[src/core/stcrb_pkg.sv]
// Constants for the sixteen-bit capture/reload/baud timer
package stcrb_pkg;
    // ----------------------------------------------------------------
    // Register offsets
    // ----------------------------------------------------------------
    localparam logic [7:0] STCRB_ADDR_CLK_CTRL = 8'h8e;
    localparam logic [7:0] STCRB_ADDR_TMR_CTRL = 8'hc8;
    localparam logic [7:0] STCRB_ADDR_RLD_LOW = 8'hca;
    localparam logic [7:0] STCRB_ADDR_RLD_HIGH = 8'hcb;
    localparam logic [7:0] STCRB_ADDR_CNT_LOW = 8'hcc;
    localparam logic [7:0] STCRB_ADDR_CNT_HIGH = 8'hcd;
    localparam logic [7:0] STCRB_ADDR_IRQ_EN = 8'hcf;

    // ----------------------------------------------------------------
    // Field positions of timer_ctrl_reg
    // ----------------------------------------------------------------
    localparam int STCRB_BIT_CAP_RLD = 0;
    localparam int STCRB_BIT_SRC_SEL = 1;
    localparam int STCRB_BIT_RUN = 2;
    localparam int STCRB_BIT_EXT_EN = 3;
    localparam int STCRB_BIT_TX_BAUD = 4;
    localparam int STCRB_BIT_RX_BAUD = 5;
    localparam int STCRB_BIT_EXT_FLAG = 6;
    localparam int STCRB_BIT_OVF_FLAG = 7;

    // Field positions of clock_ctrl_reg and the enable register
    localparam int STCRB_BIT_PRESCALE = 5;
    localparam int STCRB_BIT_IRQ_EN = 0;

    // ----------------------------------------------------------------
    // Reset values and counts
    // ----------------------------------------------------------------
    localparam logic [7:0] STCRB_RST_BYTE = 8'h00;
    localparam logic [15:0] STCRB_CNT_ALL_ONES = 16'hffff;
    localparam logic [15:0] STCRB_CNT_ZERO = 16'h0000;
    localparam int STCRB_DIV_SLOW = 12;
    localparam int STCRB_DIV_BAUD = 2;
    localparam int STCRB_PRE_W = 4;

    // Operating modes
    typedef enum logic [1:0] {
        STCRB_MODE_OFF,
        STCRB_MODE_CAPTURE,
        STCRB_MODE_RELOAD,
        STCRB_MODE_BAUD
    } stcrb_mode_t;
endpackage

[src/core/stcrb_timer.sv]
// Sixteen-bit timer with capture, auto-reload and baud clock modes
//
// How it works
// - Count is 16 bits, seen by software as a low and a high byte.
// - Internal source counts system clock divided by one or twelve, per prescale.
// - External source counts each falling edge of the count pin.
// - Run bit low stops the timer whatever the other mode bits say.
// - Baud selects zero, capture select one and run: capture mode.
// - Trigger pin edges act only with trigger enable set, else ignored.
// - Enabled trigger edge in capture copies count to reload bytes, sets trigger flag.
// - Capture or reload mode: overflow from all ones (to zero in capture) sets overflow flag.
// - Baud selects zero, capture select zero and run: auto-reload mode.
// - Auto-reload overflow loads the reload value and keeps counting.
// - Auto-reload with enable: trigger edge reloads counter, sets trigger flag.
// - Either baud select gives baud mode, always auto-reload.
// - Baud overflow reloads, sets no flag, becomes a shift clock event.
// - Receive and transmit shift ticks are selected independently.
// - Baud mode internal source counts at system clock divided by two.
// - Baud mode external source counts count pin edges.
// - Baud mode with enable: trigger edge sets trigger flag.
// - Overflow pulses a conversion start trigger.
`timescale 1ns/1ps

module stcrb_timer (
    // Clock and reset
    input wire logic clk_i,
    input wire logic rst_b_i,
    // Register port
    input wire logic [7:0] addr_i,
    input wire logic [7:0] wdata_i,
    input wire logic wr_i,
    input wire logic rd_i,
    output logic [7:0] rdata_o,
    // External pins
    input wire logic ext_count_pin_i,
    input wire logic ext_trigger_pin_i,
    // Events to the serial port, converter and interrupt controller
    output logic rx_shift_tick_o,
    output logic tx_shift_tick_o,
    output logic adc_trigger_o,
    output logic irq_o
);
    import stcrb_pkg::*;

    // ----------------------------------------------------------------
    // Register state
    // ----------------------------------------------------------------
    logic [7:0] ctrl_q;
    logic prescale_q;
    logic irq_en_q;
    logic [15:0] count_q;
    logic [15:0] reload_q;
    logic [STCRB_PRE_W-1:0] pre_q;

    // Pin synchronisers and edge history
    logic cnt_s1_q, cnt_s2_q, cnt_prev_q;
    logic trg_s1_q, trg_s2_q, trg_prev_q;

    // ----------------------------------------------------------------
    // Decoded control
    // ----------------------------------------------------------------
    logic run;
    logic src_ext;
    logic ext_en;
    logic baud_sel;
    stcrb_mode_t mode;
    logic cnt_fall;
    logic trg_fall;
    logic pre_wrap;
    logic tick;
    logic ovf;
    logic trg_act;
    logic [STCRB_PRE_W-1:0] pre_last;

    // Write strobe decode
    function automatic logic wr_hit(input logic [7:0] a);
        wr_hit = wr_i && (addr_i == a);
    endfunction

    assign run = ctrl_q[STCRB_BIT_RUN];
    assign src_ext = ctrl_q[STCRB_BIT_SRC_SEL];
    assign ext_en = ctrl_q[STCRB_BIT_EXT_EN];
    assign baud_sel = ctrl_q[STCRB_BIT_RX_BAUD] | ctrl_q[STCRB_BIT_TX_BAUD];

    // Mode selection from run, baud selects and capture select
    always_comb begin
        if (!run) begin
            mode = STCRB_MODE_OFF;
        end else if (baud_sel) begin
            mode = STCRB_MODE_BAUD;
        end else if (ctrl_q[STCRB_BIT_CAP_RLD]) begin
            mode = STCRB_MODE_CAPTURE;
        end else begin
            mode = STCRB_MODE_RELOAD;
        end
    end

    // Falling edges seen on the synchronised pins
    assign cnt_fall = cnt_prev_q & ~cnt_s2_q;
    assign trg_fall = trg_prev_q & ~trg_s2_q;

    // Prescaler end value for divide by one, twelve, or two in baud mode
    always_comb begin
        if (mode == STCRB_MODE_BAUD) begin
            pre_last = STCRB_PRE_W'(STCRB_DIV_BAUD - 1);
        end else if (prescale_q) begin
            pre_last = '0;
        end else begin
            pre_last = STCRB_PRE_W'(STCRB_DIV_SLOW - 1);
        end
    end

    assign pre_wrap = (pre_q >= pre_last);

    // Count tick from the selected source, only while running
    always_comb begin
        if (mode == STCRB_MODE_OFF) begin
            tick = 1'b0;
        end else if (src_ext) begin
            tick = cnt_fall;
        end else begin
            tick = pre_wrap;
        end
    end

    assign ovf = tick && (count_q == STCRB_CNT_ALL_ONES);
    assign trg_act = trg_fall && ext_en && (mode != STCRB_MODE_OFF);

    // ----------------------------------------------------------------
    // Pin synchronisers
    // ----------------------------------------------------------------
    // Two flops per pin, then one more to find the edge
    always_ff @(posedge clk_i or negedge rst_b_i) begin
        if (!rst_b_i) begin
            cnt_s1_q <= 1'b0;
            cnt_s2_q <= 1'b0;
            cnt_prev_q <= 1'b0;
            trg_s1_q <= 1'b0;
            trg_s2_q <= 1'b0;
            trg_prev_q <= 1'b0;
        end else begin
            cnt_s1_q <= ext_count_pin_i;
            cnt_s2_q <= cnt_s1_q;
            cnt_prev_q <= cnt_s2_q;
            trg_s1_q <= ext_trigger_pin_i;
            trg_s2_q <= trg_s1_q;
            trg_prev_q <= trg_s2_q;
        end
    end

    // ----------------------------------------------------------------
    // Prescaler
    // ----------------------------------------------------------------
    // Free divider; held at zero while the timer is off
    always_ff @(posedge clk_i or negedge rst_b_i) begin
        if (!rst_b_i) begin
            pre_q <= '0;
        end else if (mode == STCRB_MODE_OFF || src_ext || pre_wrap) begin
            pre_q <= '0;
        end else begin
            pre_q <= pre_q + STCRB_PRE_W'(1);
        end
    end

    // ----------------------------------------------------------------
    // Counter
    // ----------------------------------------------------------------
    // Software writes win over counting in the same cycle
    always_ff @(posedge clk_i or negedge rst_b_i) begin
        if (!rst_b_i) begin
            count_q <= {STCRB_RST_BYTE, STCRB_RST_BYTE};
        end else if (wr_hit(STCRB_ADDR_CNT_LOW)) begin
            count_q[7:0] <= wdata_i;
        end else if (wr_hit(STCRB_ADDR_CNT_HIGH)) begin
            count_q[15:8] <= wdata_i;
        end else begin
            case (mode)
                STCRB_MODE_CAPTURE: begin
                    if (tick) begin
                        count_q <= count_q + 16'h0001;
                    end
                end
                STCRB_MODE_RELOAD: begin
                    if (ovf || trg_act) begin
                        count_q <= reload_q;
                    end else if (tick) begin
                        count_q <= count_q + 16'h0001;
                    end
                end
                STCRB_MODE_BAUD: begin
                    if (ovf) begin
                        count_q <= reload_q;
                    end else if (tick) begin
                        count_q <= count_q + 16'h0001;
                    end
                end
                default: begin
                    count_q <= count_q;
                end
            endcase
        end
    end

    // ----------------------------------------------------------------
    // Reload / capture bytes
    // ----------------------------------------------------------------
    // A capture edge overrides a software write in the same cycle
    always_ff @(posedge clk_i or negedge rst_b_i) begin
        if (!rst_b_i) begin
            reload_q <= {STCRB_RST_BYTE, STCRB_RST_BYTE};
        end else if (trg_act && mode == STCRB_MODE_CAPTURE) begin
            reload_q <= count_q;
        end else if (wr_hit(STCRB_ADDR_RLD_LOW)) begin
            reload_q[7:0] <= wdata_i;
        end else if (wr_hit(STCRB_ADDR_RLD_HIGH)) begin
            reload_q[15:8] <= wdata_i;
        end
    end

    // ----------------------------------------------------------------
    // Control register and flags
    // ----------------------------------------------------------------
    // Mode bits from software; flags set by hardware, set wins over clear
    always_ff @(posedge clk_i or negedge rst_b_i) begin
        if (!rst_b_i) begin
            ctrl_q <= STCRB_RST_BYTE;
        end else begin
            if (wr_hit(STCRB_ADDR_TMR_CTRL)) begin
                ctrl_q <= wdata_i;
            end
            if (ovf && (mode == STCRB_MODE_CAPTURE || mode == STCRB_MODE_RELOAD)) begin
                ctrl_q[STCRB_BIT_OVF_FLAG] <= 1'b1;
            end
            if (trg_act) begin
                ctrl_q[STCRB_BIT_EXT_FLAG] <= 1'b1;
            end
        end
    end

    // Prescale select and interrupt enable
    always_ff @(posedge clk_i or negedge rst_b_i) begin
        if (!rst_b_i) begin
            prescale_q <= 1'b0;
            irq_en_q <= 1'b0;
        end else begin
            if (wr_hit(STCRB_ADDR_CLK_CTRL)) begin
                prescale_q <= wdata_i[STCRB_BIT_PRESCALE];
            end
            if (wr_hit(STCRB_ADDR_IRQ_EN)) begin
                irq_en_q <= wdata_i[STCRB_BIT_IRQ_EN];
            end
        end
    end

    // ----------------------------------------------------------------
    // Event outputs
    // ----------------------------------------------------------------
    // One-cycle pulses on overflow; interrupt level follows the flags
    always_ff @(posedge clk_i or negedge rst_b_i) begin
        if (!rst_b_i) begin
            rx_shift_tick_o <= 1'b0;
            tx_shift_tick_o <= 1'b0;
            adc_trigger_o <= 1'b0;
            irq_o <= 1'b0;
        end else begin
            rx_shift_tick_o <= ovf && (mode == STCRB_MODE_BAUD) && ctrl_q[STCRB_BIT_RX_BAUD];
            tx_shift_tick_o <= ovf && (mode == STCRB_MODE_BAUD) && ctrl_q[STCRB_BIT_TX_BAUD];
            adc_trigger_o <= ovf;
            irq_o <= irq_en_q && (ctrl_q[STCRB_BIT_OVF_FLAG] || ctrl_q[STCRB_BIT_EXT_FLAG]);
        end
    end

    // ----------------------------------------------------------------
    // Read port
    // ----------------------------------------------------------------
    // Data stands in the cycle after the read strobe; unmapped reads zero
    always_ff @(posedge clk_i or negedge rst_b_i) begin
        if (!rst_b_i) begin
            rdata_o <= STCRB_RST_BYTE;
        end else if (rd_i) begin
            case (addr_i)
                STCRB_ADDR_TMR_CTRL: rdata_o <= ctrl_q;
                STCRB_ADDR_CLK_CTRL: rdata_o <= 8'(prescale_q) << STCRB_BIT_PRESCALE;
                STCRB_ADDR_IRQ_EN: rdata_o <= 8'(irq_en_q);
                STCRB_ADDR_RLD_LOW: rdata_o <= reload_q[7:0];
                STCRB_ADDR_RLD_HIGH: rdata_o <= reload_q[15:8];
                STCRB_ADDR_CNT_LOW: rdata_o <= count_q[7:0];
                STCRB_ADDR_CNT_HIGH: rdata_o <= count_q[15:8];
                default: rdata_o <= STCRB_RST_BYTE;
            endcase
        end else begin
            rdata_o <= STCRB_RST_BYTE;
        end
    end
endmodule

[config.mk]
export PLATFORM = sky130hd
export DESIGN_NAME = stcrb_timer
export DESIGN_NICKNAME = d
export VERILOG_FILES = /design/src/core/stcrb_pkg.sv /design/src/core/stcrb_timer.sv
export SDC_FILE = /design/constraint.sdc
export NUM_CORES = 1
export LEC_CHECK = 0
export BUFFER_PORTS_ARGS = -buffer_cell sky130_fd_sc_hd__buf_2
export CORE_MARGIN = 2
export CORE_UTILIZATION = 60
export DETAILED_ROUTE_END_ITERATION = 16
export MAX_ROUTING_LAYER = met4
export PLACE_DENSITY = 0.8
export REMOVE_ABC_BUFFERS = 1
export SLEW_MARGIN = 10
export SYNTH_ARGS = -nofsm -noshare
export SYNTH_HDL_FRONTEND = slang
export SYNTH_SLANG_ARGS = --single-unit
[constraint.sdc]
create_clock -name clk_i -period 8.4 [get_ports clk_i]
set_clock_uncertainty 0.1 [all_clocks]
set_input_delay 0.42 -clock clk_i [delete_from_list [all_inputs] [get_ports clk_i]]
set_output_delay 0.42 -clock clk_i [all_outputs]
set_load 0.02 [all_outputs]
==> results of run 1 <==
power by group:
group	leakage (uW)	switching, uW	internal (uW)
clock	0.000117	116	192
combinational	0.000856	55.0	43.3
sequential	0.000767	55.4	339
total	0.00174	226	574
flip-flops by register name, summed over array words and instances (netlist names), 4 cells and up:
signal and cells:
ctrl_q 8, rdata_o 8, reload_q 16, pre_q 4
count_q 16
cells by family (layout without fill, tap and decap cells):
| kind of cell | count (synthesis) | count (layout) |
|---|---|---|
| AOI/OAI and AO/OA | 106 | 106 |
| xor gates and xnor gates | 9 | 9 |
| adders and majority gates | 9 | 9 |
| buffers and inverters | 27 | 61 |
| DFF | 64 | 64 |
| muxes | 29 | 29 |
| and+or+nand+nor | 137 | 137 |
layer usage:
metal  track usage (%)  vias up
li1                  -     1481
met1             45.11     1585
met2             47.07      220
met3             8.242       30
met4             11.33        0
met5                 -        -
path summary, 6_finish.rpt:
path | end | slack, ns | cells past startpoint
min in group asynchronous | pre_q[2]$_DFF_PN0_ | 0.15 | 2
max in group asynchronous | count_q[15]$_DFFE_PN0P_ | 7.54 | 2
min | trg_s1_q$_DFF_PN0_ | 0.08 | 1
min reg2reg | trg_s2_q$_DFF_PN0_ | 0.25 | 0
max reg2reg | count_q[14]$_DFFE_PN0P_ | 4.76 | 11
max | count_q[14]$_DFFE_PN0P_ | 4.76 | 11
synthesized netlist by cell type (all sizes together), types with 4 or more instances:
cell type	instances
dfrtp	64
nand2	46
o21ai	34
nor2	29
mux2i	21
nand3	18
a21oi	15
clkbuf	13
a221oi	10
inv	10
a22oi	9
ha	9
a32oi	8
mux2	8
o22ai	8
and3	7
nor3	6
xnor2	5
a211oi	4
and2	4
buf	4
nand4	4
or2	4
xor2	4
layout make-up:
class	instances	area [um^2]	share of cell area, %
Multi-Input combinational cell	290	1911	47.10
Sequential cell	64	1602	39.48
Timing Repair Buffer	35	180.2	4.442
Clock buffer	14	172.7	4.257
Tap cell	75	93.84	2.313
Clock inverter	2	60.06	1.481
Inverter	10	37.54	0.9254
stage by stage:
step	setup WS [ns]	instance area, um^2
2_1_floorplan	5.316	3550
3_3_place_gp	5.003	3824
3_5_place_dp	4.890	3824
4_1_cts	4.812	4056
5_1_grt	4.568	4056
6_report	4.756	4056
==> run summary, run 1 <==
In this run the static leakage power is 0.001740 uW. The tools report the final wirelength as 9891 um. 34 I/O pins were placed.

The top cell family by delay on the critical path is compound AO/OA/AOI/OAI gates. The first global-routing pass estimated 15,520 um of wire. The flow ran to the end, and the final reports show no timing, DRC or antenna violations. The fraction of final layout cells sized beyond drive strength 1 is 17.83%. Once layout is complete, the utilization of the core stands at 68.92%. Summed over all failing endpoints, the final setup total negative slack is 0 ns.

Clock latency on the worst-skew pair, taken at its later pin, is 0.35 ns. The routed length on met3 came out at 1069 um. For the total of max-cap violations, the log shows 0. The maximum achievable frequency is 274.4 MHz.

Walking the worst path, the cells encountered are o31a_1 -> ha_1 -> or2_2 -> ha_1 -> nor2_1 -> o31ai_1 -> and3_2 -> nand2_1 -> a21oi_2 -> a221oi_1 -> nor2_1. After synthesis, the share of flip-flops with an asynchronous set or reset is 100.0%. The die boundary height was 81.73 um; the core outline area was 5886 um^2. The number of enable flip-flop cells after synthesis was 0; the share of the synthesized area in the top cell type was 44.18%.

TritonCTS built the clock tree. The wire-length estimate of the detail-placed layout is 6684 um. The logs give 0 for the setup violation total in the final timing report and 0 for the count of hold-fix buffers inserted at cts. The worst pin sits at a relative slew slack of 35.92%. In this run the most critical hold path is launched from ext_trigger_pin_i.

The pin count of the biggest net entering global routing was 65. The worst setup path is launched from a register. IR analysis of the VDD net gives a maximum drop of 0.0001410 V. The number of setup buffers added after CTS is 0. The layout has 450 filler cells.

For the routed via count, the log shows 3,316. Relative to the synthesized area, the layout overhead comes to 11.91%. Kind of path behind the tightest hold check: in2reg.

The logs give 55 for the number of library cell types mapped by synthesis and 0 for the remaining number of nets flagged by the antenna check after routing. After clock tree synthesis, the clock-pin slew on the worst setup and hold paths is 0.07 ns. Combined area of all synthesized cells: 3625 um^2. For this run, the leading register cell type out of synthesis is dfrtp_1. Leaving out fill and tap cells, the most frequent cell in the layout is dfrtp_1.

Area of the die: 6679 um^2. The detailed-route vias per instance came out at 6.767. The non-filler instance count after layout came out at 490. The number of synthesized register bits came out at 64.

The dominant cell type by area after synthesis was dfrtp_1. The initialized floorplan defines 28 standard-cell rows. Of all nets on the critical path, the largest fanout is 16. For this run, the register share of the synthesized area comes to 44.18%. Wire segments on met2 add up to 4454 um in the final route.

The tree is rooted in a clkbuf_8. The synthesized netlist devotes 3.107% of its cell area to adder and majority cells. The post-synthesis simple-gate area fraction is 19.36%.

The routed wirelength normalized by instance count was 20.19 um. The reg-to-reg startpoint is ctrl_q[5]$_DFFE_PN0P_. The tools report the count of cells resized by post-cts repair as 0.

Yosys printed 0 warnings. The tools report the met1 wire length as 4106 um. The tools report the aggregate global routing overflow as 0. The largest single stage delay on the critical path is 0.65 ns.

After technology mapping, the gate count stands at 381. The arrival time reported for the critical path endpoint was 3.82 ns; the count of input and output buffers was 33. The kind of capture point of the worst setup path is a register. The cell area power density is 197.3 nW/um^2, and the iteration-0 DRC count of the detailed router is 400.

Each instance of the synthesized netlist takes up on average 9.514 um^2. Together, buffers and inverters on the worst path number 0. The deepest level of the CTS H-tree is 3. For this run, the total global-route usage over all layers was measured as 32.70%.

The tools report the number of global-route vias before repair as 2,948. After synthesis, the cell types taking the most area are dfrtp_1 (44%), mux2i_1 (5.8%), o21ai_0 (4.7%), nand2_1 (4.6%), ha_1 (3.1%). For the minimum hold slack, the log shows 0.07921 ns. Buffers inserted during clock tree synthesis total 9. Tracing the worst setup path back leads to its startpoint at ctrl_q[5]$_DFFE_PN0P_. In the final design database the tool counted 441 nets.

Dividing the final minimum period by the clock period gives 43.38%. The final count of hold timing violations is 0, and the horizontal extent of the die is 81.73 um. The number of remaining DRC errors is 0, and the number of sinks driven by the clock tree is 64. The initial core utilization was 61.59%. For the overall power after layout, the log shows 800.3 uW.

Counting along the longest clock path gives a buffer depth of 2. The top cell types in the final layout, fill and taps aside, are dfrtp_1 (64), nand2_1 (44), o21ai_0 (34), buf_2 (33), nor2_1 (28). The parity-gate share of the synthesized area counting xor and xnor cells was 2.175%; the final estimated routing congestion in global placement was 0.8972. After layout, the minimum clock period comes to 3.644 ns. The highest layer touched by signal routing is met4. Mux cell area share after synthesis: 8.284%. The slew at the pin closest to its max-slew limit came out at 0.9539 ns.

After synthesis, the largest family of logic cells by area is compound AO/OA/AOI/OAI gates. The synthesized netlist devotes 19.78% of its cell area to compound gates. The repair_antennas step left the layout with diodes totalling 0.

The number of antenna violations at the first check in global routing is 0. The critical path is of the reg2reg type. The cell count after placement is 474, and the total iterations of the first detailed-routing run is 7. The critical path required time came out at 8.57 ns. Setup repair after global routing left no endpoint under its margin. The number of max-slew violations in the final report came out at 0. The cell type of the slowest stage on the worst timing path was a21oi_2.
Power figures use the tool's default switching activity.
==> run 2: changes to the inputs <==
--- a/config.mk
+++ b/config.mk
@@ -7,10 +7,10 @@
 export LEC_CHECK = 0
 export BUFFER_PORTS_ARGS = -buffer_cell sky130_fd_sc_hd__buf_2
 export CORE_MARGIN = 2
-export CORE_UTILIZATION = 60
+export CORE_UTILIZATION = 54
 export DETAILED_ROUTE_END_ITERATION = 16
 export MAX_ROUTING_LAYER = met4
-export PLACE_DENSITY = 0.8
+export PLACE_DENSITY = 0.76
 export REMOVE_ABC_BUFFERS = 1
 export SLEW_MARGIN = 10
 export SYNTH_ARGS = -nofsm -noshare
==> constraint.sdc (replaced) <==
create_clock -name clk_i -period 3.3 [get_ports clk_i]
set_clock_uncertainty 0.1 [all_clocks]
set_input_delay 0.165 -clock clk_i [delete_from_list [all_inputs] [get_ports clk_i]]
set_output_delay 0.165 -clock clk_i [all_outputs]
set_load 0.02 [all_outputs]
==> run summary, run 2 (synthesis results as in run 1) <==
After detailed routing, the number of vias per cell comes to 6.616. In this design, the stage delay of the slowest critical-path cell is 0.41 ns. The die boundary height came out at 85.93 um. Kind of capture point of the worst setup path: a register. The die covers 7384 um^2.

The multi-input combinational cells in the finished layout cover a total of 2016 um^2. The run gives 53.96% as the worst slew slack as a fraction of its limit. The time the worst path needs with I/O delays and setup is 3.216 ns. The top fanout value on the critical path is 8, and the met3 global-route usage is 6.449%.

Derived from the worst setup path, the maximum achievable clock frequency is 311.0 MHz. The worst setup path is of the reg2reg kind. The tools report the utilization of the core after routing as 66.10%. The fraction of final layout cells sized beyond drive strength 1 came out at 24.36%. The aggregate global-route resource usage came out at 30.93%.

The number of rows in the core area is 29. The most crowded layer after global routing was met2. Setup total negative slack on the finished layout was measured at 0 ns. Across the run, the number of max-cap violations was 0. During I/O placement, the number of pins put on the boundary was 34. The count of input and output buffers was 33; the clock slew at the register clock pins of the worst setup and hold paths was 0.07 ns. For the number of sinks driven by the clock tree, the log shows 64.

Buffer levels on the longest clock path: 2. The startpoint class of the critical path is a register. Summing all flip-flop and latch instances after layout gives 1603 um^2. The signal on the critical path passes through o31a_1 -> ha_2 -> or2_2 -> ha_2 -> nor4_2 -> o21ai_1 -> and3_4 -> a31oi_2 -> a21oi_2 -> buf_4 -> a32oi_1 -> o211ai_1. The detailed router placed 3,361 vias in this run.

For the aggregate global routing overflow, the log shows 0. The deepest level of the CTS H-tree was 3; the number of fill cells in the layout was 520. Entering global routing, the biggest net connects 52 pins. The area added between synthesis and finish works out to 17.12%. The largest registers in the layout are count_q x16, reload_q x16. For the pin with the worst max-slew slack, the measured transition is 0.6881 ns.

The overall power after layout is 1902 uW. The most frequent cell on the critical path is ha_2. The number of global-route vias before repair was 3,138; the horizontal extent of the die was 85.93 um. At the end of the flow, the number of nets in the layout was 457.

The slowest stage of the critical path belongs to the cell dfrtp_1. The tree is rooted in a clkbuf_8. The number of antenna diodes in the final layout is 0.

STA puts the critical path data arrival time at 3.32 ns. The fraction of met2 tracks used by global routing is 44.75%. TritonCTS built the clock tree. The logs give 0 for the number of antenna violations at the first check in global routing and 0 for the final count of hold timing violations. Detailed-placement wirelength estimate: 7343 um. The min-delay analysis places its worst path in the category in2reg. The total area inside the core boundary comes to 6422 um^2. The met1 usage in global routing was 41.51%.

The top cell types in the final layout, fill and taps aside, are dfrtp_1 (63), nand2_1 (43), o21ai_0 (33), buf_2 (33), nor2_1 (28). IR analysis of the VDD net gives a maximum drop of 0.0003259 V. The clock latency of the later-clocked register in the worst-skew pair is 0.34 ns, and the share of the clock period used by the worst path is 97.45%. The run finished with clean final reports. Setup violations remaining at the end of the flow were counted as 0.

The cell area power density was 448.1 nW/um^2; the final estimated routing congestion in global placement was 0.9626. In this run, CTS created clock tree buffers numbering 9. The analysis attributes to cell leakage a power of 0.001822 uW. The leading cell type in the layout, fill and taps excluded was dfrtp_1. The count of nets left with antenna violations once routing finished came out at 0. The logs give 3.40 ns for the critical path required time and 16,630 um for the wire length of the first global-routing pass.

After detailed routing, the average wire length per cell comes to 20.79 um. In the routed design, unresolved DRC markers number 0. For this block, the routed nets add up to 10,560 um of wire.

For the number of max-slew violations in the final report, the log shows 0. The first TritonRoute pass finished after 5 iterations. The initial core utilization is 56.44%, and the iteration-0 DRC count of the detailed router is 322.
run 2: changes by cell type in the layout (fill, tap and decap cells not counted), moves of 2 or more:
cell           delta
ha_1              -2
a221oi_2          +4
buf_4            +13
nor3_2            +2
nor3_1            -2
ha_2              +2
bufinv_16         -2
dlygate4sd3_1     +3
a221oi_1          -4
run 2: worst paths after layout:
kind	startpoint	to	slack (ns)	cells past startpoint
worst max-delay path	ctrl_q[0]$_DFFE_PN0P_	count_q[2]$_DFFE_PN0P_	0.08	12
max in group asynchronous	rst_b_i	pre_q[1]$_DFF_PN0_	1.97	3
worst min register to register	trg_s1_q$_DFF_PN0_	trg_s2_q$_DFF_PN0_	0.25	0
min in group asynchronous	rst_b_i	reload_q[0]$_DFFE_PN0P_	0.13	2
worst min-delay path	wdata_i[3]	count_q[3]$_DFFE_PN0P_	0.02	3
worst max register to register	ctrl_q[0]$_DFFE_PN0P_	count_q[2]$_DFFE_PN0P_	0.08	12
run 2: report_power, final:
| part | internal, uW | leakage [uW] | switching (uW) |
|---|---|---|---|
| logic | 121 | 0.000964 | 146 |
| clock network | 334 | 0.0000927 | 297 |
| registers | 863 | 0.000765 | 141 |
| total | 1320 | 0.00182 | 584 |
run 2: area by class of cell:
type                       count  area share [%]
multi-input combinational    290           47.48
sequential                    64           37.75
timing repair buffer          51           7.250
clock buffer                  14           4.067
tap                           77           2.269
inverter                      10          0.8842
clock inverter                 2          0.2947
run 2: repair_timing:
action,4_1_cts,5_1_grt
resized for setup,4,20
buffers inserted,0,5
hold endpoints to repair,15,0
hold buffers,3,0
setup endpoints to repair,4,16
pin swaps,0,8
run 2: metrics by stage:
step                cell area (um^2)  std cells  setup WS (ns)  hold WS [ns]
floorplan                       3550        364         0.2161       -0.2306
global placement                3886        484        0.07915      -0.02851
detailed placement              3886        484       -0.04900      -0.02235
CTS                             4115        503        0.03205     0.0005503
global route                    4245        508       -0.07911       0.02728
finish                          4245        508        0.08405       0.01709
run 2: worst max-delay path: cells and delay by family, from the launching register on:
kind	cells	cell delay, ns
AO/OA/AOI/OAI	6	1.15
adder cells (fa/ha/maj)	2	0.41
buffers and inverters	1	0.18
flip-flops	1	0.41
AND/OR/NAND/NOR	3	0.83
run 2: layer usage:
layer,share of wire [%],vias up
met5,0,-
met4,3.0,0
met3,8.9,29
met2,46,194
met1,42,1629
li1,-,1509
==> run 3: changes to the inputs <==
--- a/config.mk
+++ b/config.mk
@@ -7,10 +7,11 @@
 export LEC_CHECK = 0
 export BUFFER_PORTS_ARGS = -buffer_cell sky130_fd_sc_hd__buf_2
 export CORE_MARGIN = 2
-export CORE_UTILIZATION = 54
+export CORE_UTILIZATION = 59
 export DETAILED_ROUTE_END_ITERATION = 16
+export HOLD_SLACK_MARGIN = 0.08
 export MAX_ROUTING_LAYER = met4
-export PLACE_DENSITY = 0.76
+export PLACE_DENSITY = 0.78
 export REMOVE_ABC_BUFFERS = 1
 export SLEW_MARGIN = 10
 export SYNTH_ARGS = -nofsm -noshare
==> constraint.sdc (replaced) <==
create_clock -name clk_i -period 3.1 [get_ports clk_i]
set_clock_uncertainty 0.1 [all_clocks]
set_input_delay 0.155 -clock clk_i [delete_from_list [all_inputs] [get_ports clk_i]]
set_output_delay 0.155 -clock clk_i [all_outputs]
set_load 0.02 [all_outputs]
==> run summary, run 3 (synthesis results as in run 1) <==
Across the run, the number of max-cap violations was 0. The count of buffers added on input and output ports is 33. Dividing the detail-routed wire length by the instance count gives 20.01 um.

In the final layout, the registers with the most flip-flops are count_q x16, reload_q x16. The first global-routing pass estimated 16,220 um of wire. After layout, the worst setup slack is 0.01197 ns. The cell area power density was 453.8 nW/um^2; the final estimated routing congestion in global placement was 0.9201.

The final count of hold timing violations is 0, and the critical path required time is 3.25 ns. After detailed routing, the number of remaining DRC violations is 0. In the final design database the tool counted 476 nets. The routed via count came out at 3,435. TritonCTS built the clock tree.

The maximum single-stage delay on the critical path works out to 0.40 ns. For the worst setup path, the data arrival time is 3.24 ns. The logs give 64 for the number of sinks driven by the clock tree and 5921 um^2 for the core outline area. Number of max-slew violations in the final report: 0.

Summed over all layers, the global routing overflow is 0. Final design area excluding fillers: 4420 um^2. The leakage power total came out at 0.001910 uW. The tools report the worst setup slack before clock tree synthesis as -0.09413 ns. Among all stages on the critical path, the largest delay is contributed by dfrtp_1.

Top fanout value on the critical path: 7. CTS placed an instance of clkbuf_8 at the clock tree root. Once the floorplan was initialized, standard cells occupied 61.22% of the core. Clock-pin slew was measured on the worst setup and hold paths at 0.06 ns. The deepest level of the CTS H-tree is 3, and the fraction of final layout cells sized beyond drive strength 1 is 25.95%. The startpoint identified for the worst hold timing path is addr_i[6]. The overall power after layout was 2006 uW. The total clock buffers created by CTS was 9; the buffer and inverter count on the worst path was 0.

The pin count of the biggest net entering global routing came out at 65. The share of the clock period used by the worst path works out to 99.61%. Setup violations remaining at the end of the flow were counted as 0. Number of global-route vias before repair: 3,159. Before antenna repair, the detailed router went through 5 iterations.

The horizontal extent of the die works out to 82.38 um. The tools report the final wirelength as 10,450 um. STA classifies the critical path endpoint as a register. The logs give 0.35 ns for the clock latency of the later-clocked register in the worst-skew pair and 0 for the remaining number of nets flagged by the antenna check after routing.

Kind of path behind the tightest hold check: in2reg. The area growth from synthesis to layout is 21.95%. The first routing iteration left 365 violations. STA classifies the critical path startpoint as a register. Leaving out fill and tap cells, the most frequent cell in the layout is dfrtp_1. For the count of pins on the block boundary, the log shows 34. At the pin with the least slew margin, the transition time is 0.8173 ns.

The clock passes through at most 2 buffers. The filler cells instantiated in the layout total 417. Walking the worst path, the cells encountered are o31a_1 -> ha_4 -> or2_4 -> ha_1 -> nor4_2 -> o21ai_2 -> and3_4 -> a21o_4 -> a21oi_4 -> nand2_2 -> o311ai_2.

The logs give 33.92% for the aggregate global-route resource usage and 0.0003725 V for the highest ir drop seen on vdd. The maximum achievable frequency came out at 323.8 MHz. The path type of the worst setup path is reg2reg. The routed design could run at a clock period as short as 3.088 ns. The tools report the antenna cell count as 0. The tools report the start point of the critical path as ctrl_q[0]$_DFFE_PN0P_. The area of the die is 6786 um^2, and the detailed-route vias per instance is 6.580. The logs give 7088 um for the detailed-placement wirelength estimate and 3981 um^2 for the post-detailed-placement cell area. For the number of antenna violations at the first check in global routing, the log shows 0.

The floorplan has 28 rows. The worst slew slack as a fraction of its limit was 45.51%; the die boundary height was 82.38 um. The run finished with clean final reports. Reg-to-reg startpoint: ctrl_q[0]$_DFFE_PN0P_.

In the layout the commonest cells are dfrtp_1 (64), nand2_1 (42), o21ai_0 (33), buf_2 (33), nor2_1 (28). In this design, the largest share of critical-path delay is due to compound AO/OA/AOI/OAI gates.
run 3: cell count changes in the layout (fill, tap and decap cells not counted), moves of 2 or more:
cell and delta:
dlygate4sd3_1 +9, buf_4 +8, a221oi_1 -3, a221oi_2 +3
buf_6 +2, ha_2 -2
run 3: timing repair:
item	4_1_cts	5_1_grt
hold buffers	12	0
pin swaps	2	12
gates cloned	0	0
endpoints found under the hold margin	92	0
setup buffers	0	2
endpoints found under the setup margin	13	18
gates resized for setup	3	29
run 3: cell type report:
| class | instances | area, um^2 | area share [%] |
|---|---|---|---|
| Clock buffer | 12 | 155.1 | 3.510 |
| Clock inverter | 1 | 5.005 | 0.1132 |
| Inverter | 10 | 37.54 | 0.8491 |
| Multi-Input combinational cell | 290 | 2047 | 46.31 |
| Sequential cell | 64 | 1602 | 36.23 |
| Tap cell | 75 | 93.84 | 2.123 |
| Timing Repair Buffer | 70 | 480.5 | 10.87 |
run 3: worst paths after layout:
kind	end	slack, ns	cells past startpoint
worst max-delay path	count_q[4]$_DFFE_PN0P_	0.01	11
worst min-delay path	rdata_o[5]$_DFF_PN0_	0.22	4
worst max register to register	count_q[4]$_DFFE_PN0P_	0.01	11
worst min register to register	cnt_s2_q$_DFF_PN0_	0.25	0
max in group asynchronous	reload_q[1]$_DFFE_PN0P_	1.94	3
min in group asynchronous	tx_shift_tick_o$_DFF_PN0_	0.41	3
run 3: report_power, final:
| part | total (uW) | switching, uW | leakage [uW] | internal, uW |
|---|---|---|---|---|
| clock network | 621 | 302 | 0.0000842 | 319 |
| logic | 310 | 165 | 0.00106 | 145 |
| registers | 1070 | 155 | 0.000767 | 919 |
| total | 2010 | 623 | 0.00191 | 1380 |
run 3: metal layers:
metal / GRT usage [%] / share of wire [%] / vias up
li1: - / - / 1547
met1: 45.63 / 42 / 1646
met2: 49.76 / 46 / 210
met3: 7.717 / 9.3 / 32
met4: 13.67 / 2.8 / 0
met5: - / 0 / -
run 3: tightest hold or removal path, stage by stage:
cell and delay [ns]:
buf_2 0.14, nor2_1 0.08, a22oi_1 0.15, a31oi_1 0.10
run 3: stage by stage:
stage / TNS, ns / hold slack, ns / util [%] / cells
floorplan: 0 / -0.2406 / - / 364
global placement: 0 / 0.1621 / 67.24 / 495
detailed placement: -0.2869 / 0.1643 / 67.24 / 495
CTS: 0 / 0.2101 / 72.19 / 520
global route: -0.8938 / 0.2456 / 74.66 / 522
finish: 0 / 0.2165 / 74.66 / 522
